`src/mtw_consts.vh`:
```
//------------------------------------------------------------
// table walk constants
//------------------------------------------------------------
// Overview of operation
// - section: bits 31:20 give 1MB base, done
// - section access permission from bits 11:10
// - domain from level one bits 8:5
// - memory type from bits 3:2
// - level one type 10 means section
// - coarse base bits 31:10, 256 entries
// - coarse descriptor starts level two fetch
// - level one type 01 means coarse
// - fine base bits 31:12, 1024 entries
// - fine descriptor starts level two fetch
// - level one type 11 means fine
// - permissions given with the physical address in the same strobe
// - page base 31:16, 31:12 or 31:10
// - subpage permissions 11:4, tiny 5:4
// - level two types: fault, large, small, tiny
// - coarse tables accept large or small only
// - level one address: root 31:14, va 31:20
// - level one type 00 is section fault
`ifndef MTW_CONSTS_VH
`define MTW_CONSTS_VH
// register offsets (byte addresses)
`define MTW_REG_ROOT 8'h00
`define MTW_REG_STATUS 8'h04
`define MTW_REG_LAST_PA 8'h08
`define MTW_REG_LAST_INFO 8'h0C
// root pointer layout and reset
`define MTW_ROOT_LSB 14
`define MTW_ROOT_RESET 32'h0000_0000
// status bit positions
`define MTW_ST_BUSY 0
`define MTW_ST_FAULT 1
`define MTW_ST_FAULT_PAGE 2
// descriptor type codes, level one
`define MTW_L1_FAULT 2'h0
`define MTW_L1_COARSE 2'h1
`define MTW_L1_SECTION 2'h2
`define MTW_L1_FINE 2'h3
// descriptor type codes, level two
`define MTW_L2_FAULT 2'h0
`define MTW_L2_LARGE 2'h1
`define MTW_L2_SMALL 2'h2
`define MTW_L2_TINY 2'h3
// result kind codes
`define MTW_KIND_SECTION 2'h0
`define MTW_KIND_LARGE 2'h1
`define MTW_KIND_SMALL 2'h2
`define MTW_KIND_TINY 2'h3
`endif

```
`src/mtw_walker.v`:
```
// The implementer's own choices: the register addresses and the address-and-strobe port.
`include "mtw_consts.vh"
`default_nettype none

module mtw_walker (
  // clock and reset
  input wire clk_sys,
  input wire rst_n,
  // register port
  input wire [7:0] reg_addr,
  input wire [31:0] reg_wdata,
  input wire reg_wr,
  input wire reg_rd,
  output reg [31:0] reg_rdata,
  // walk request from the miss path
  input wire walk_req,
  input wire [31:0] virtual_request_address,
  output wire walk_ready,
  // walk result
  output reg walk_done,
  output reg walk_fault,
  output reg walk_fault_page,
  output reg [1:0] walk_kind,
  output reg [31:0] walk_phys_addr,
  output reg [3:0] walk_domain,
  output reg [1:0] access_permission_field,
  output reg [7:0] walk_subpage_perm,
  output reg [1:0] walk_mem_type,
  // descriptor fetch port
  output reg mem_req,
  output reg [31:0] mem_addr,
  input wire mem_ack,
  input wire [31:0] mem_rdata
);

  //------------------------------------------------------------
  // state machine encoding
  //------------------------------------------------------------
  // waiting for a miss from the core
  localparam S_IDLE = 2'h0;
  // level one fetch outstanding
  localparam S_L1 = 2'h1;
  // level two fetch outstanding
  localparam S_L2 = 2'h2;
  // code 2'h3 is unused and falls back to idle

  //------------------------------------------------------------
  // walk bookkeeping
  //------------------------------------------------------------
  reg [1:0] state_r; // walk phase
  reg [31:0] root_r; // walk_root_pointer, low bits kept zero
  reg [31:0] va_r; // captured virtual address
  reg [3:0] dom_r; // domain held from level one
  reg fine_r; // level two table is fine
  reg fault_r; // sticky fault flag for software
  reg fault_page_r; // last fault came from level two
  reg [31:0] last_pa_r; // last physical address produced
  reg [1:0] last_kind_r; // last translation kind

  //------------------------------------------------------------
  // descriptor decode
  //------------------------------------------------------------
  wire [1:0] l1_type; // level one descriptor type
  wire [1:0] l2_type; // level two descriptor type
  wire fault_set; // a walk ends in a fault this cycle
  wire fault_clr; // software clears the sticky fault

  // subpage permission fields of a large or small page
  wire [7:0] subpage_fields; // all four fields, subpage 0 lowest
  genvar sp_i; // subpage index for the field split
  wire [1:0] subpage_permission_0;
  wire [1:0] subpage_permission_1;
  wire [1:0] subpage_permission_2;
  wire [1:0] subpage_permission_3;

  assign l1_type = mem_rdata[1:0];
  assign l2_type = mem_rdata[1:0];
  // one two-bit slice per subpage, starting at descriptor bit 4
  generate
    for (sp_i = 0; sp_i < 4; sp_i = sp_i + 1) begin : g_subpage
      assign subpage_fields[2 * sp_i +: 2] = mem_rdata[2 * sp_i + 4 +: 2];
    end
  endgenerate
  assign subpage_permission_0 = subpage_fields[1:0];
  assign subpage_permission_1 = subpage_fields[3:2];
  assign subpage_permission_2 = subpage_fields[5:4];
  assign subpage_permission_3 = subpage_fields[7:6];

  // a new walk is only taken while idle
  // a busy walker ignores requests, and walk_ready shows it by staying low
  assign walk_ready = (state_r == S_IDLE);

  //------------------------------------------------------------
  // walk sequencer
  //------------------------------------------------------------
  // fetches one or two descriptors and publishes the result
  always @(posedge clk_sys) begin
    if (!rst_n) begin
      // clear the sequencer and every result field
      state_r <= S_IDLE;
      va_r <= 32'h0000_0000;
      dom_r <= 4'h0;
      fine_r <= 1'b0;
      mem_req <= 1'b0;
      mem_addr <= 32'h0000_0000;
      walk_done <= 1'b0;
      walk_fault <= 1'b0;
      walk_fault_page <= 1'b0;
      walk_kind <= 2'h0;
      walk_phys_addr <= 32'h0000_0000;
      walk_domain <= 4'h0;
      access_permission_field <= 2'h0;
      walk_subpage_perm <= 8'h00;
      walk_mem_type <= 2'h0;
    end else begin
      // result strobe lasts one cycle
      // every other result field holds until the next strobe
      walk_done <= 1'b0;
      case (state_r)
        S_IDLE: begin
          // take a request and issue the level one fetch
          // the root pointer's low bits are zero, so only 31:14 matter
          if (walk_req) begin
            va_r <= virtual_request_address;
            mem_addr <= {root_r[31:`MTW_ROOT_LSB],
                         virtual_request_address[31:20], 2'h0};
            mem_req <= 1'b1;
            state_r <= S_L1;
          end
        end
        S_L1: begin
          // level one descriptor arrives with the acknowledge
          if (mem_ack) begin
            // domain is kept for a later level two result
            dom_r <= mem_rdata[8:5];
            case (l1_type)
              `MTW_L1_SECTION: begin
                // one fetch is enough for a section
                mem_req <= 1'b0;
                walk_done <= 1'b1;
                walk_fault <= 1'b0;
                walk_fault_page <= 1'b0;
                walk_kind <= `MTW_KIND_SECTION;
                // section keeps va bits 19:0 below its 1MB base
                walk_phys_addr <= {mem_rdata[31:20], va_r[19:0]};
                walk_domain <= mem_rdata[8:5];
                // permissions travel with the address in the same strobe
                access_permission_field <= mem_rdata[11:10];
                walk_subpage_perm <= {4{mem_rdata[11:10]}};
                walk_mem_type <= mem_rdata[3:2];
                state_r <= S_IDLE;
              end
              `MTW_L1_COARSE: begin
                // second fetch from a 256-entry coarse table
                // mem_req stays high into the level two fetch
                fine_r <= 1'b0;
                mem_addr <= {mem_rdata[31:10], va_r[19:12], 2'h0};
                state_r <= S_L2;
              end
              `MTW_L1_FINE: begin
                // second fetch from a 1024-entry fine table
                // mem_req stays high into the level two fetch
                fine_r <= 1'b1;
                mem_addr <= {mem_rdata[31:12], va_r[19:10], 2'h0};
                state_r <= S_L2;
              end
              default: begin
                // invalid entry gives a section translation fault
                // no second fetch: the walk ends here
                mem_req <= 1'b0;
                walk_done <= 1'b1;
                walk_fault <= 1'b1;
                walk_fault_page <= 1'b0;
                walk_kind <= `MTW_KIND_SECTION;
                walk_phys_addr <= 32'h0000_0000;
                walk_domain <= 4'h0;
                access_permission_field <= 2'h0;
                walk_subpage_perm <= 8'h00;
                walk_mem_type <= 2'h0;
                state_r <= S_IDLE;
              end
            endcase
          end
        end
        S_L2: begin
          // level two descriptor arrives with the acknowledge
          // domain comes from level one, the rest from level two
          if (mem_ack) begin
            mem_req <= 1'b0;
            walk_done <= 1'b1;
            walk_domain <= dom_r;
            walk_mem_type <= mem_rdata[3:2];
            walk_fault_page <= 1'b1;
            state_r <= S_IDLE;
            case (l2_type)
              `MTW_L2_LARGE: begin
                walk_fault <= 1'b0;
                walk_kind <= `MTW_KIND_LARGE;
                // 64KB page keeps va bits 15:0
                walk_phys_addr <= {mem_rdata[31:16], va_r[15:0]};
                walk_subpage_perm <= {subpage_permission_3, subpage_permission_2,
                                      subpage_permission_1, subpage_permission_0};
                // the subpage being accessed is va bits 15:14
                case (va_r[15:14])
                  2'h0: access_permission_field <= subpage_permission_0;
                  2'h1: access_permission_field <= subpage_permission_1;
                  2'h2: access_permission_field <= subpage_permission_2;
                  default: access_permission_field <= subpage_permission_3;
                endcase
              end
              `MTW_L2_SMALL: begin
                walk_fault <= 1'b0;
                walk_kind <= `MTW_KIND_SMALL;
                // 4KB page keeps va bits 11:0
                walk_phys_addr <= {mem_rdata[31:12], va_r[11:0]};
                walk_subpage_perm <= {subpage_permission_3, subpage_permission_2,
                                      subpage_permission_1, subpage_permission_0};
                // the subpage being accessed is va bits 11:10
                case (va_r[11:10])
                  2'h0: access_permission_field <= subpage_permission_0;
                  2'h1: access_permission_field <= subpage_permission_1;
                  2'h2: access_permission_field <= subpage_permission_2;
                  default: access_permission_field <= subpage_permission_3;
                endcase
              end
              `MTW_L2_TINY: begin
                // tiny pages only exist in fine tables
                if (fine_r) begin
                  walk_fault <= 1'b0;
                  walk_kind <= `MTW_KIND_TINY;
                  // 1KB page keeps va bits 9:0
                  // one permission field covers the whole page
                  walk_phys_addr <= {mem_rdata[31:10], va_r[9:0]};
                  access_permission_field <= mem_rdata[5:4];
                  walk_subpage_perm <= {4{mem_rdata[5:4]}};
                end else begin
                  // coarse table cannot hold a tiny page
                  walk_fault <= 1'b1;
                  walk_kind <= `MTW_KIND_TINY;
                  walk_phys_addr <= 32'h0000_0000;
                  access_permission_field <= 2'h0;
                  walk_subpage_perm <= 8'h00;
                end
              end
              default: begin
                // invalid entry gives a page translation fault
                // kind names the table size that faulted
                walk_fault <= 1'b1;
                walk_kind <= fine_r ? `MTW_KIND_TINY : `MTW_KIND_SMALL;
                walk_phys_addr <= 32'h0000_0000;
                access_permission_field <= 2'h0;
                walk_subpage_perm <= 8'h00;
              end
            endcase
          end
        end
        default: begin
          // unused code returns to idle
          mem_req <= 1'b0;
          state_r <= S_IDLE;
        end
      endcase
    end
  end

  //------------------------------------------------------------
  // fault and history tracking
  //------------------------------------------------------------
  // a fault result also records which level raised it
  assign fault_set = walk_done & walk_fault;
  // software writes one to the fault bit to clear it
  assign fault_clr = reg_wr & (reg_addr == `MTW_REG_STATUS) & reg_wdata[`MTW_ST_FAULT];

  // sticky fault: a new fault wins over a clear in the same cycle
  always @(posedge clk_sys) begin
    if (!rst_n) begin
      fault_r <= 1'b0;
      fault_page_r <= 1'b0;
    end else if (fault_set) begin
      fault_r <= 1'b1;
      fault_page_r <= walk_fault_page;
    end else if (fault_clr) begin
      // a software clear drops both bits together
      fault_r <= 1'b0;
      fault_page_r <= 1'b0;
    end
  end

  // keep the last good translation for software to inspect
  // faults leave the last good values untouched
  always @(posedge clk_sys) begin
    if (!rst_n) begin
      last_pa_r <= 32'h0000_0000;
      last_kind_r <= 2'h0;
    end else if (walk_done & ~walk_fault) begin
      last_pa_r <= walk_phys_addr;
      last_kind_r <= walk_kind;
    end
  end

  //------------------------------------------------------------
  // register port
  //------------------------------------------------------------
  // root pointer write; low 14 bits always read as zero
  // writes to the low 14 bits are dropped
  always @(posedge clk_sys) begin
    if (!rst_n) begin
      root_r <= `MTW_ROOT_RESET;
    end else if (reg_wr & (reg_addr == `MTW_REG_ROOT)) begin
      root_r <= {reg_wdata[31:`MTW_ROOT_LSB], 14'h0};
    end
  end

  //------------------------------------------------------------
  // register read-back
  //------------------------------------------------------------
  // read data stands in the cycle after the read strobe
  always @(posedge clk_sys) begin
    if (!rst_n) begin
      reg_rdata <= 32'h0000_0000;
    end else if (reg_rd) begin
      case (reg_addr)
        // root pointer with its low bits zero
        `MTW_REG_ROOT: reg_rdata <= root_r;
        // state, fault level, sticky fault and busy
        `MTW_REG_STATUS: reg_rdata <= {27'h0, state_r, fault_page_r, fault_r, ~walk_ready};
        // last good physical address
        `MTW_REG_LAST_PA: reg_rdata <= last_pa_r;
        // domain of the current result and the last good kind
        `MTW_REG_LAST_INFO: reg_rdata <= {26'h0, walk_domain, last_kind_r};
        // unmapped addresses read as zero
        default: reg_rdata <= 32'h0000_0000;
      endcase
    end else begin
      // no read: the port rests at zero
      reg_rdata <= 32'h0000_0000;
    end
  end

endmodule

`default_nettype wire

```
`config.mk`:
```
export PLATFORM = sky130hd
export DESIGN_NAME = mtw_walker
export DESIGN_NICKNAME = d
export VERILOG_FILES = /design/src/mtw_walker.v
export VERILOG_INCLUDE_DIRS = /design/src
export SDC_FILE = /design/constraint.sdc
export NUM_CORES = 1
export LEC_CHECK = 0
export BUFFER_PORTS_ARGS = -buffer_cell sky130_fd_sc_hd__buf_2
export CORE_ASPECT_RATIO = 0.9
export CORE_UTILIZATION = 40
export DETAILED_ROUTE_END_ITERATION = 16
export GPL_ROUTABILITY_DRIVEN = 0
export GPL_TIMING_DRIVEN = 0
export HOLD_SLACK_MARGIN = 0.03
export SLEW_MARGIN = 0
export SYNTH_ARGS = -nofsm -noshare
export SYNTH_HDL_FRONTEND = slang
export SYNTH_SLANG_ARGS = --single-unit
```
`constraint.sdc`:
```
create_clock -name clk_sys -period 2.3 [get_ports clk_sys]
set_input_delay 0.46 -clock clk_sys [delete_from_list [all_inputs] [get_ports clk_sys]]
set_output_delay 0.46 -clock clk_sys [all_outputs]
set_load 0.05 [all_outputs]
```
==> impl_metrics.py, run 1 <==
metrics = {
    "status": {
        "status": "finished clean",
    },
    "final_layout": {
        "drive_gt1_share_pct": 25.2,
        "fin_cells": 1395,
        "final_common_cell": "buf_2",
        "final_area_um2": 9830,
        "final_core_util_pct": 51.3,
        "syn2layout_area_growth_pct": 25.9,
        "nets": 1249,
        "final_cell_mix": "buf_2 (224), dfxtp_1 (197), nand2_1 (182), a21oi_1 (114), nor2_1 (65)",
    },
    "power": {
        "internal_power_mw": 5.55,
        "clockPowerShare_pct": 35.6,
        "cellPowerDensity_nw_per_um2": 865,
        "irDropWorstVdd_uv": 528,
        "p_seq_share_pct": 44.1,
        "combPwrFrac_pct": 20.4,
        "power.switching_mw": 2.95,
        "power_mw": 8.51,
        "p_leak_nw": 4.05,
        "switching_share_pct": 34.7,
    },
    "worst_setup_path": {
        "crit_type": "reg2reg",
        "worst_setup_path_start_kind": "register",
        "r2r_start": "state_r[1]",
        "cp.required_ns": 2.68,
        "r2r_cells": 7,
        "cp-startpoint": "state_r[1]",
        "critPathArrivalTime_ns": 2.58,
        "crit_path_end": "walk_phys_addr[29]",
        "cp_max_fo": 10,
        "timing.rr.end": "walk_phys_addr[29]",
        "endpoint_kind": "register",
        "r2r_slack_ns": 0.1,
    },
    "cts": {
        "cts_sinks": 197,
        "post_cts_buffers": 0,
        "root_buffer": "clkbuf_16",
        "clk_pin_slew_worst_paths_ns": 0.08,
        "htree_levels": 4,
        "clock_latency_ns": 0.44,
        "clockBufferDepth": 2,
        "cts_made_buffers": 17,
        "cts_tree": "done",
    },
    "logic_synthesis": {
        "yosys_warnings": 0,
        "syn_area_um2": 7810,
        "ys_ff_latch": 197,
        "synthFlopType": "dfxtp_1",
        "muxShareOfSynthArea_pct": 5.11,
        "synth-edff-count": 0,
        "syn_inst": 900,
        "synth-xor-area-share_pct": 0,
        "ys_async_sr_fraction_pct": 0,
        "synth-simple-area-share_pct": 17.7,
        "syn_avg_cell_area_um2": 8.68,
        "yosysSeqAreaShare_pct": 50.5,
        "synthAdderAreaFrac_pct": 1.28,
        "synth_top_family_by_area": "compound AO/OA/AOI/OAI gates",
        "synth.distinct_cells": 46,
        "synth-compound-area-share_pct": 20.6,
    },
    "sta": {
        "maxSlewHeadroom_pct": 48.2,
        "setup_viol": 0,
        "max_freq_mhz": 454,
        "rsz0062_at_grt": "no",
        "hold_viol": 0,
        "hold_slack_ns": 0.248,
        "setup_tns_ns": 0,
        "fin_crit_sh_pct": 95.8,
        "worst_slew_pin_slew_ns": 0.771,
        "worst_slack_ns": 0.0976,
        "final_max_slew_viol_count": 0,
        "finalCriticalPeriod_ns": 2.20,
        "skew_ns": 0.0188,
    },
    "drt": {
        "route.detailed.drc": 0,
        "drt_iter0_drc": 532,
        "ant_nets": 0,
        "first_pass_iters": 5,
        "num_vias": 7341,
        "routed_via_density": 5.26,
        "totalWireLength_um": 25100,
        "wl_per_cell_um": 18.0,
    },
    "placement": {
        "place_ws_ns": -0.505,
        "place_inst": 1363,
        "place_area_um2": 9190,
        "hpwl_um": 18900,
        "place.port_buffers": 212,
    },
    "flow_run": {
        "max-cap-violations": 0,
    },
    "global_routing": {
        "grt_max_degree": 22,
        "grt_pass1_vias": 6685,
        "grt_pass1_wl_um": 37700,
        "antenna_found_initial": 1,
        "grtUsageTotal_pct": 25.1,
        "grt-ovfl-total": 0,
    },
    "floorplan": {
        "dieWidth_um": 149,
        "die_h_um": 135,
        "row_count": 48,
        "initial_utilization_pct": 40.8,
        "top_level_ports": 229,
        "coreArea_um2": 19200,
        "dieArea_um2": 20100,
    },
    "hold_path": {
        "hold_class": "in2reg",
    },
}
logic make-up (layout without fill, tap and decap cells):
group	after synthesis	in the layout
simple gates	323	323
compound gates	248	248
flops	197	197
buf+inv	86	329
mux	37	37
fa+ha+maj	8	8
other cells	1	3
critical path: stages (launching register included):
cell and delay [ns]:
dfxtp_1 0.36, inv_1 0.09, ha_1 0.35, nor2b_1 0.20, a32oi_1 0.14, a2111oi_4 0.47, clkbuf_4 0.37, a22o_1 0.17
flip-flops by register name (all words and copies together) (netlist names), 2 cells and up:
signal,count
dom_r,4
walk_domain,4
access_permission_field,2
walk_subpage_perm,8
walk_mem_type,2
last_kind_r,2
root_r,18
reg_rdata,32
last_pa_r,32
state_r,2
walk_kind,2
walk_phys_addr,32
va_r,20
mem_addr,30
layout make-up:
cell class,count,area (um2)
antenna,1,2.50
buffer,76,355
sequential,197,3940
timing repair buffer,212,1060
clock buffer,17,425
clock inverter,15,181
fill,1866,9330
multi-input combinational,618,3510
tap,250,313
inverter,9,33.8
cells in the mapped netlist (2+ instances only):
library cell / n / area share [%]
o41ai_1: 2 / 0.22
nor2b_1: 10 / 0.80
buf_2: 13 / 0.83
or4_1: 3 / 0.29
nor3_1: 7 / 0.45
mux2i_1: 32 / 4.1
mux2_2: 3 / 0.43
nand2b_1: 6 / 0.48
nand2_1: 182 / 8.7
a21oi_1: 114 / 7.3
clkbuf_1: 57 / 2.7
dfxtp_1: 197 / 50
a22oi_1: 23 / 2.2
o21ai_0: 19 / 1.2
mux4_2: 2 / 0.58
nor2_1: 66 / 3.2
o211ai_1: 10 / 0.96
a32oi_1: 2 / 0.22
nand3_1: 31 / 2.0
a22o_1: 22 / 2.5
a31oi_1: 4 / 0.32
o221a_2: 7 / 1.0
a211oi_1: 24 / 2.3
buf_6: 3 / 0.43
inv_1: 8 / 0.38
buf_4: 4 / 0.38
ha_1: 8 / 1.3
nand3b_1: 2 / 0.19
and3_1: 10 / 0.80
a221oi_1: 13 / 1.5
metal layers:
metal  GRT usage (%)  share of wire [%]  vias to the layer above
met1            35.2                 46                     3413
li1                -                  -                     3621
met3            7.43                9.1                       16
met4            4.99               0.94                        0
met5               0                  0                        -
met2            38.0                 44                      291
worst min-delay path by stage:
stage	slack (ns)	start	end	cells past startpoint
finish	0.25	mem_rdata[23]	walk_phys_addr[23]	2
global route	0.24	mem_rdata[25]	walk_phys_addr[25]	2
CTS	0.24	mem_rdata[24]	walk_phys_addr[24]	2
detailed placement	0.44	last_pa_r[9]	last_pa_r[9]	2
global placement	0.44	last_pa_r[8]	last_pa_r[8]	2
floorplan	0.43	last_pa_r[10]	last_pa_r[10]	2
timing repair:
| action | CTS | global route |
|---|---|---|
| hold buffers | 0 | 0 |
| endpoints found under the setup margin | 23 | 47 |
| gates resized for setup | 3 | 15 |
| endpoints found under the hold margin | 0 | 0 |
| pin swaps | 0 | 1 |
power by group through the flow:
stage / clock (mW) / sequential [mW] / combinational, mW
floorplan: 0 / 4.34 / 0.654
global placement: 0 / 3.82 / 1.70
detailed placement: 0 / 3.83 / 1.71
CTS: 3.07 / 3.75 / 1.72
global route: 3.23 / 3.77 / 1.85
finish: 3.03 / 3.75 / 1.73
(Power assumes the default switching activity.)
==> inputs of run 2 (changes only) <==
--- a/config.mk
+++ b/config.mk
@@ -7,5 +7,5 @@
 export NUM_CORES = 1
 export LEC_CHECK = 0
-export BUFFER_PORTS_ARGS = -buffer_cell sky130_fd_sc_hd__buf_2
+export BUFFER_PORTS_ARGS = -buffer_cell sky130_fd_sc_hd__buf_4
 export CORE_ASPECT_RATIO = 0.9
 export CORE_UTILIZATION = 40
@@ -14,4 +14,5 @@
 export GPL_TIMING_DRIVEN = 0
 export HOLD_SLACK_MARGIN = 0.03
+export SKIP_LAST_GASP = 1
 export SLEW_MARGIN = 0
 export SYNTH_ARGS = -nofsm -noshare
==> constraint.sdc (replaced) <==
create_clock -name clk_sys -period 2.3 [get_ports clk_sys]
set_input_delay 0.115 -clock clk_sys [delete_from_list [all_inputs] [get_ports clk_sys]]
set_output_delay 0.115 -clock clk_sys [all_outputs]
set_load 0.05 [all_outputs]
==> run 2 against run 1 <==
Effect of this change:
- clock power hardly changed
- hold slack worse by 0.20 ns
- non-clock buffer count is 81 higher
- maximum frequency is 1.6% higher
- largest cell class unchanged
- global-route usage is 1.7 points higher
- die area stayed put
- critical path type unchanged
- power is 3.5% higher
- worst setup slack better by 0.034 ns
- clock-buffer cell count stayed put
==> impl_metrics.py, run 2 (synthesis gave the netlist of run 1 again) <==
metrics = {
    "placement": {
        "place.port_buffers": 212,
        "hpwl_um": 19400,
        "place_ws_ns": -0.155,
        "place_area_um2": 9720,
        "place_inst": 1363,
    },
    "flow_run": {
        "max-cap-violations": 0,
    },
    "power": {
        "p_seq_share_pct": 42.7,
        "combPwrFrac_pct": 22.5,
        "p_leak_nw": 4.47,
        "power.switching_mw": 2.94,
        "irDropWorstVdd_uv": 485,
        "clockPowerShare_pct": 34.7,
        "switching_share_pct": 33.4,
        "power_mw": 8.80,
        "internal_power_mw": 5.86,
        "cellPowerDensity_nw_per_um2": 789,
    },
    "sta": {
        "maxSlewHeadroom_pct": 47.0,
        "finalCriticalPeriod_ns": 2.17,
        "rsz0062_at_grt": "yes",
        "worst_slew_pin_slew_ns": 0.790,
        "fin_crit_sh_pct": 94.3,
        "max_freq_mhz": 461,
        "setup_viol": 0,
        "worst_slack_ns": 0.132,
        "setup_tns_ns": 0,
        "hold_slack_ns": 0.0463,
        "skew_ns": 0.0118,
        "final_max_slew_viol_count": 0,
        "hold_viol": 0,
    },
    "final_layout": {
        "final_area_um2": 11200,
        "diodes": 0,
        "nets": 1330,
        "fin_cells": 1475,
        "top_regs": "last_pa_r: 32 flops, reg_rdata: 32 flops, walk_phys_addr: 32 flops",
        "final_common_cell": "buf_4",
        "drive_gt1_share_pct": 23.6,
        "final_core_util_pct": 58.2,
        "final_cell_mix": "buf_4 (217), dfxtp_1 (197), nand2_1 (182), a21oi_1 (114), dlygate4sd3_1 (80)",
        "syn2layout_area_growth_pct": 42.9,
    },
    "floorplan": {
        "die_h_um": 135,
        "initial_utilization_pct": 40.8,
        "coreArea_um2": 19200,
        "dieArea_um2": 20100,
        "dieWidth_um": 149,
        "row_count": 48,
        "top_level_ports": 229,
    },
    "global_routing": {
        "grt_max_degree": 21,
        "antenna_found_initial": 0,
        "grt_pass1_wl_um": 40700,
        "grt-ovfl-total": 0,
        "grt_pass1_vias": 7339,
        "grtUsageTotal_pct": 26.8,
    },
    "worst_setup_path": {
        "endpoint_kind": "register",
        "r2r_start": "state_r[1]",
        "critPathArrivalTime_ns": 2.48,
        "r2r_cells": 6,
        "cp.required_ns": 2.61,
        "timing.rr.end": "mem_addr[20]",
        "crit_type": "reg2reg",
        "r2r_slack_ns": 0.13,
        "worst_setup_path_start_kind": "register",
        "cp_max_fo": 10,
    },
    "drt": {
        "ant_nets": 0,
        "num_vias": 7707,
        "drt_iter0_drc": 609,
        "wl_per_cell_um": 18.1,
        "first_pass_iters": 5,
        "totalWireLength_um": 26600,
        "routed_via_density": 5.23,
        "route.detailed.drc": 0,
    },
    "cts": {
        "htree_levels": 4,
        "root_buffer": "clkbuf_16",
        "cts_sinks": 197,
        "clockBufferDepth": 2,
        "clk_pin_slew_worst_paths_ns": 0.08,
        "cts_made_buffers": 17,
        "clock_latency_ns": 0.45,
        "cts_tree": "done",
    },
    "status": {
        "status": "finished clean",
    },
    "hold_path": {
        "holdPathEnd": "walk_phys_addr[12]",
        "hold_class": "in2reg",
        "min_path_cells": 3,
        "holdCritStartpoint": "mem_rdata[12]",
    },
}
## run 2: cell types whose count changed in the layout (fill, tap and decap cells not counted), sizes merged
cell	change
bufinv	+1
diode	-1
inv	+2
clkbuf	+1
clkinv	-3
dlygate4sd3	+80
## run 2: worst max-delay path by stage
stage / startpoint / endpoint / slack [ns] / depth (start not counted)
after global placement: mem_rdata[1] / walk_phys_addr[27] / -0.17 / 9
after global routing: state_r[1] / mem_addr[20] / -0.02 / 6
final: state_r[1] / mem_addr[20] / 0.13 / 6
after floorplan: state_r[0] / mem_addr[12] / 0.45 / 6
after CTS: state_r[1] / walk_kind[1] / 0.02 / 9
after detailed placement: mem_rdata[1] / walk_phys_addr[27] / -0.16 / 9
## run 2: power by group through the flow
stage,registers (mW),clock network [mW],logic [mW]
after floorplan,4.34,0,0.654
after global placement,3.84,0,1.85
after detailed placement,3.84,0,1.85
after CTS,3.76,3.09,1.97
after global routing,3.78,3.23,2.11
final,3.76,3.06,1.98
## run 2: layer usage
layer / share of wire [%] / track usage, %
met2: 45 / 41.5
met1: 46 / 37.1
met4: 1.4 / 7.94
met3: 8.1 / 6.08
met5: 0 / 0
## run 2: what timing repair did
item                                    4_1_cts  5_1_grt
resized for setup                             3       16
pin swaps                                     0        1
endpoints found under the setup margin       22       53
hold endpoints to repair                     86        0
hold buffers                                 80        0
setup buffers                                 0        1
## run 2: area by class of cell
type	count	area [um2]
Timing Repair Buffer	293	2400
Fill cell	1771	8000
Tap cell	250	313
Sequential cell	197	3940
Buffer	76	359
Inverter	9	33.8
Multi-Input combinational cell	618	3510
Clock inverter	15	175
Clock buffer	17	425
## run 2: critical path, stage by stage (launching register included)
cell,delay [ns]
dfxtp_1,0.34
inv_1,0.12
ha_1,0.16
clkbuf_1,0.26
clkdlybuf4s15_1,0.72
mux2i_1,0.33
a211oi_1,0.11
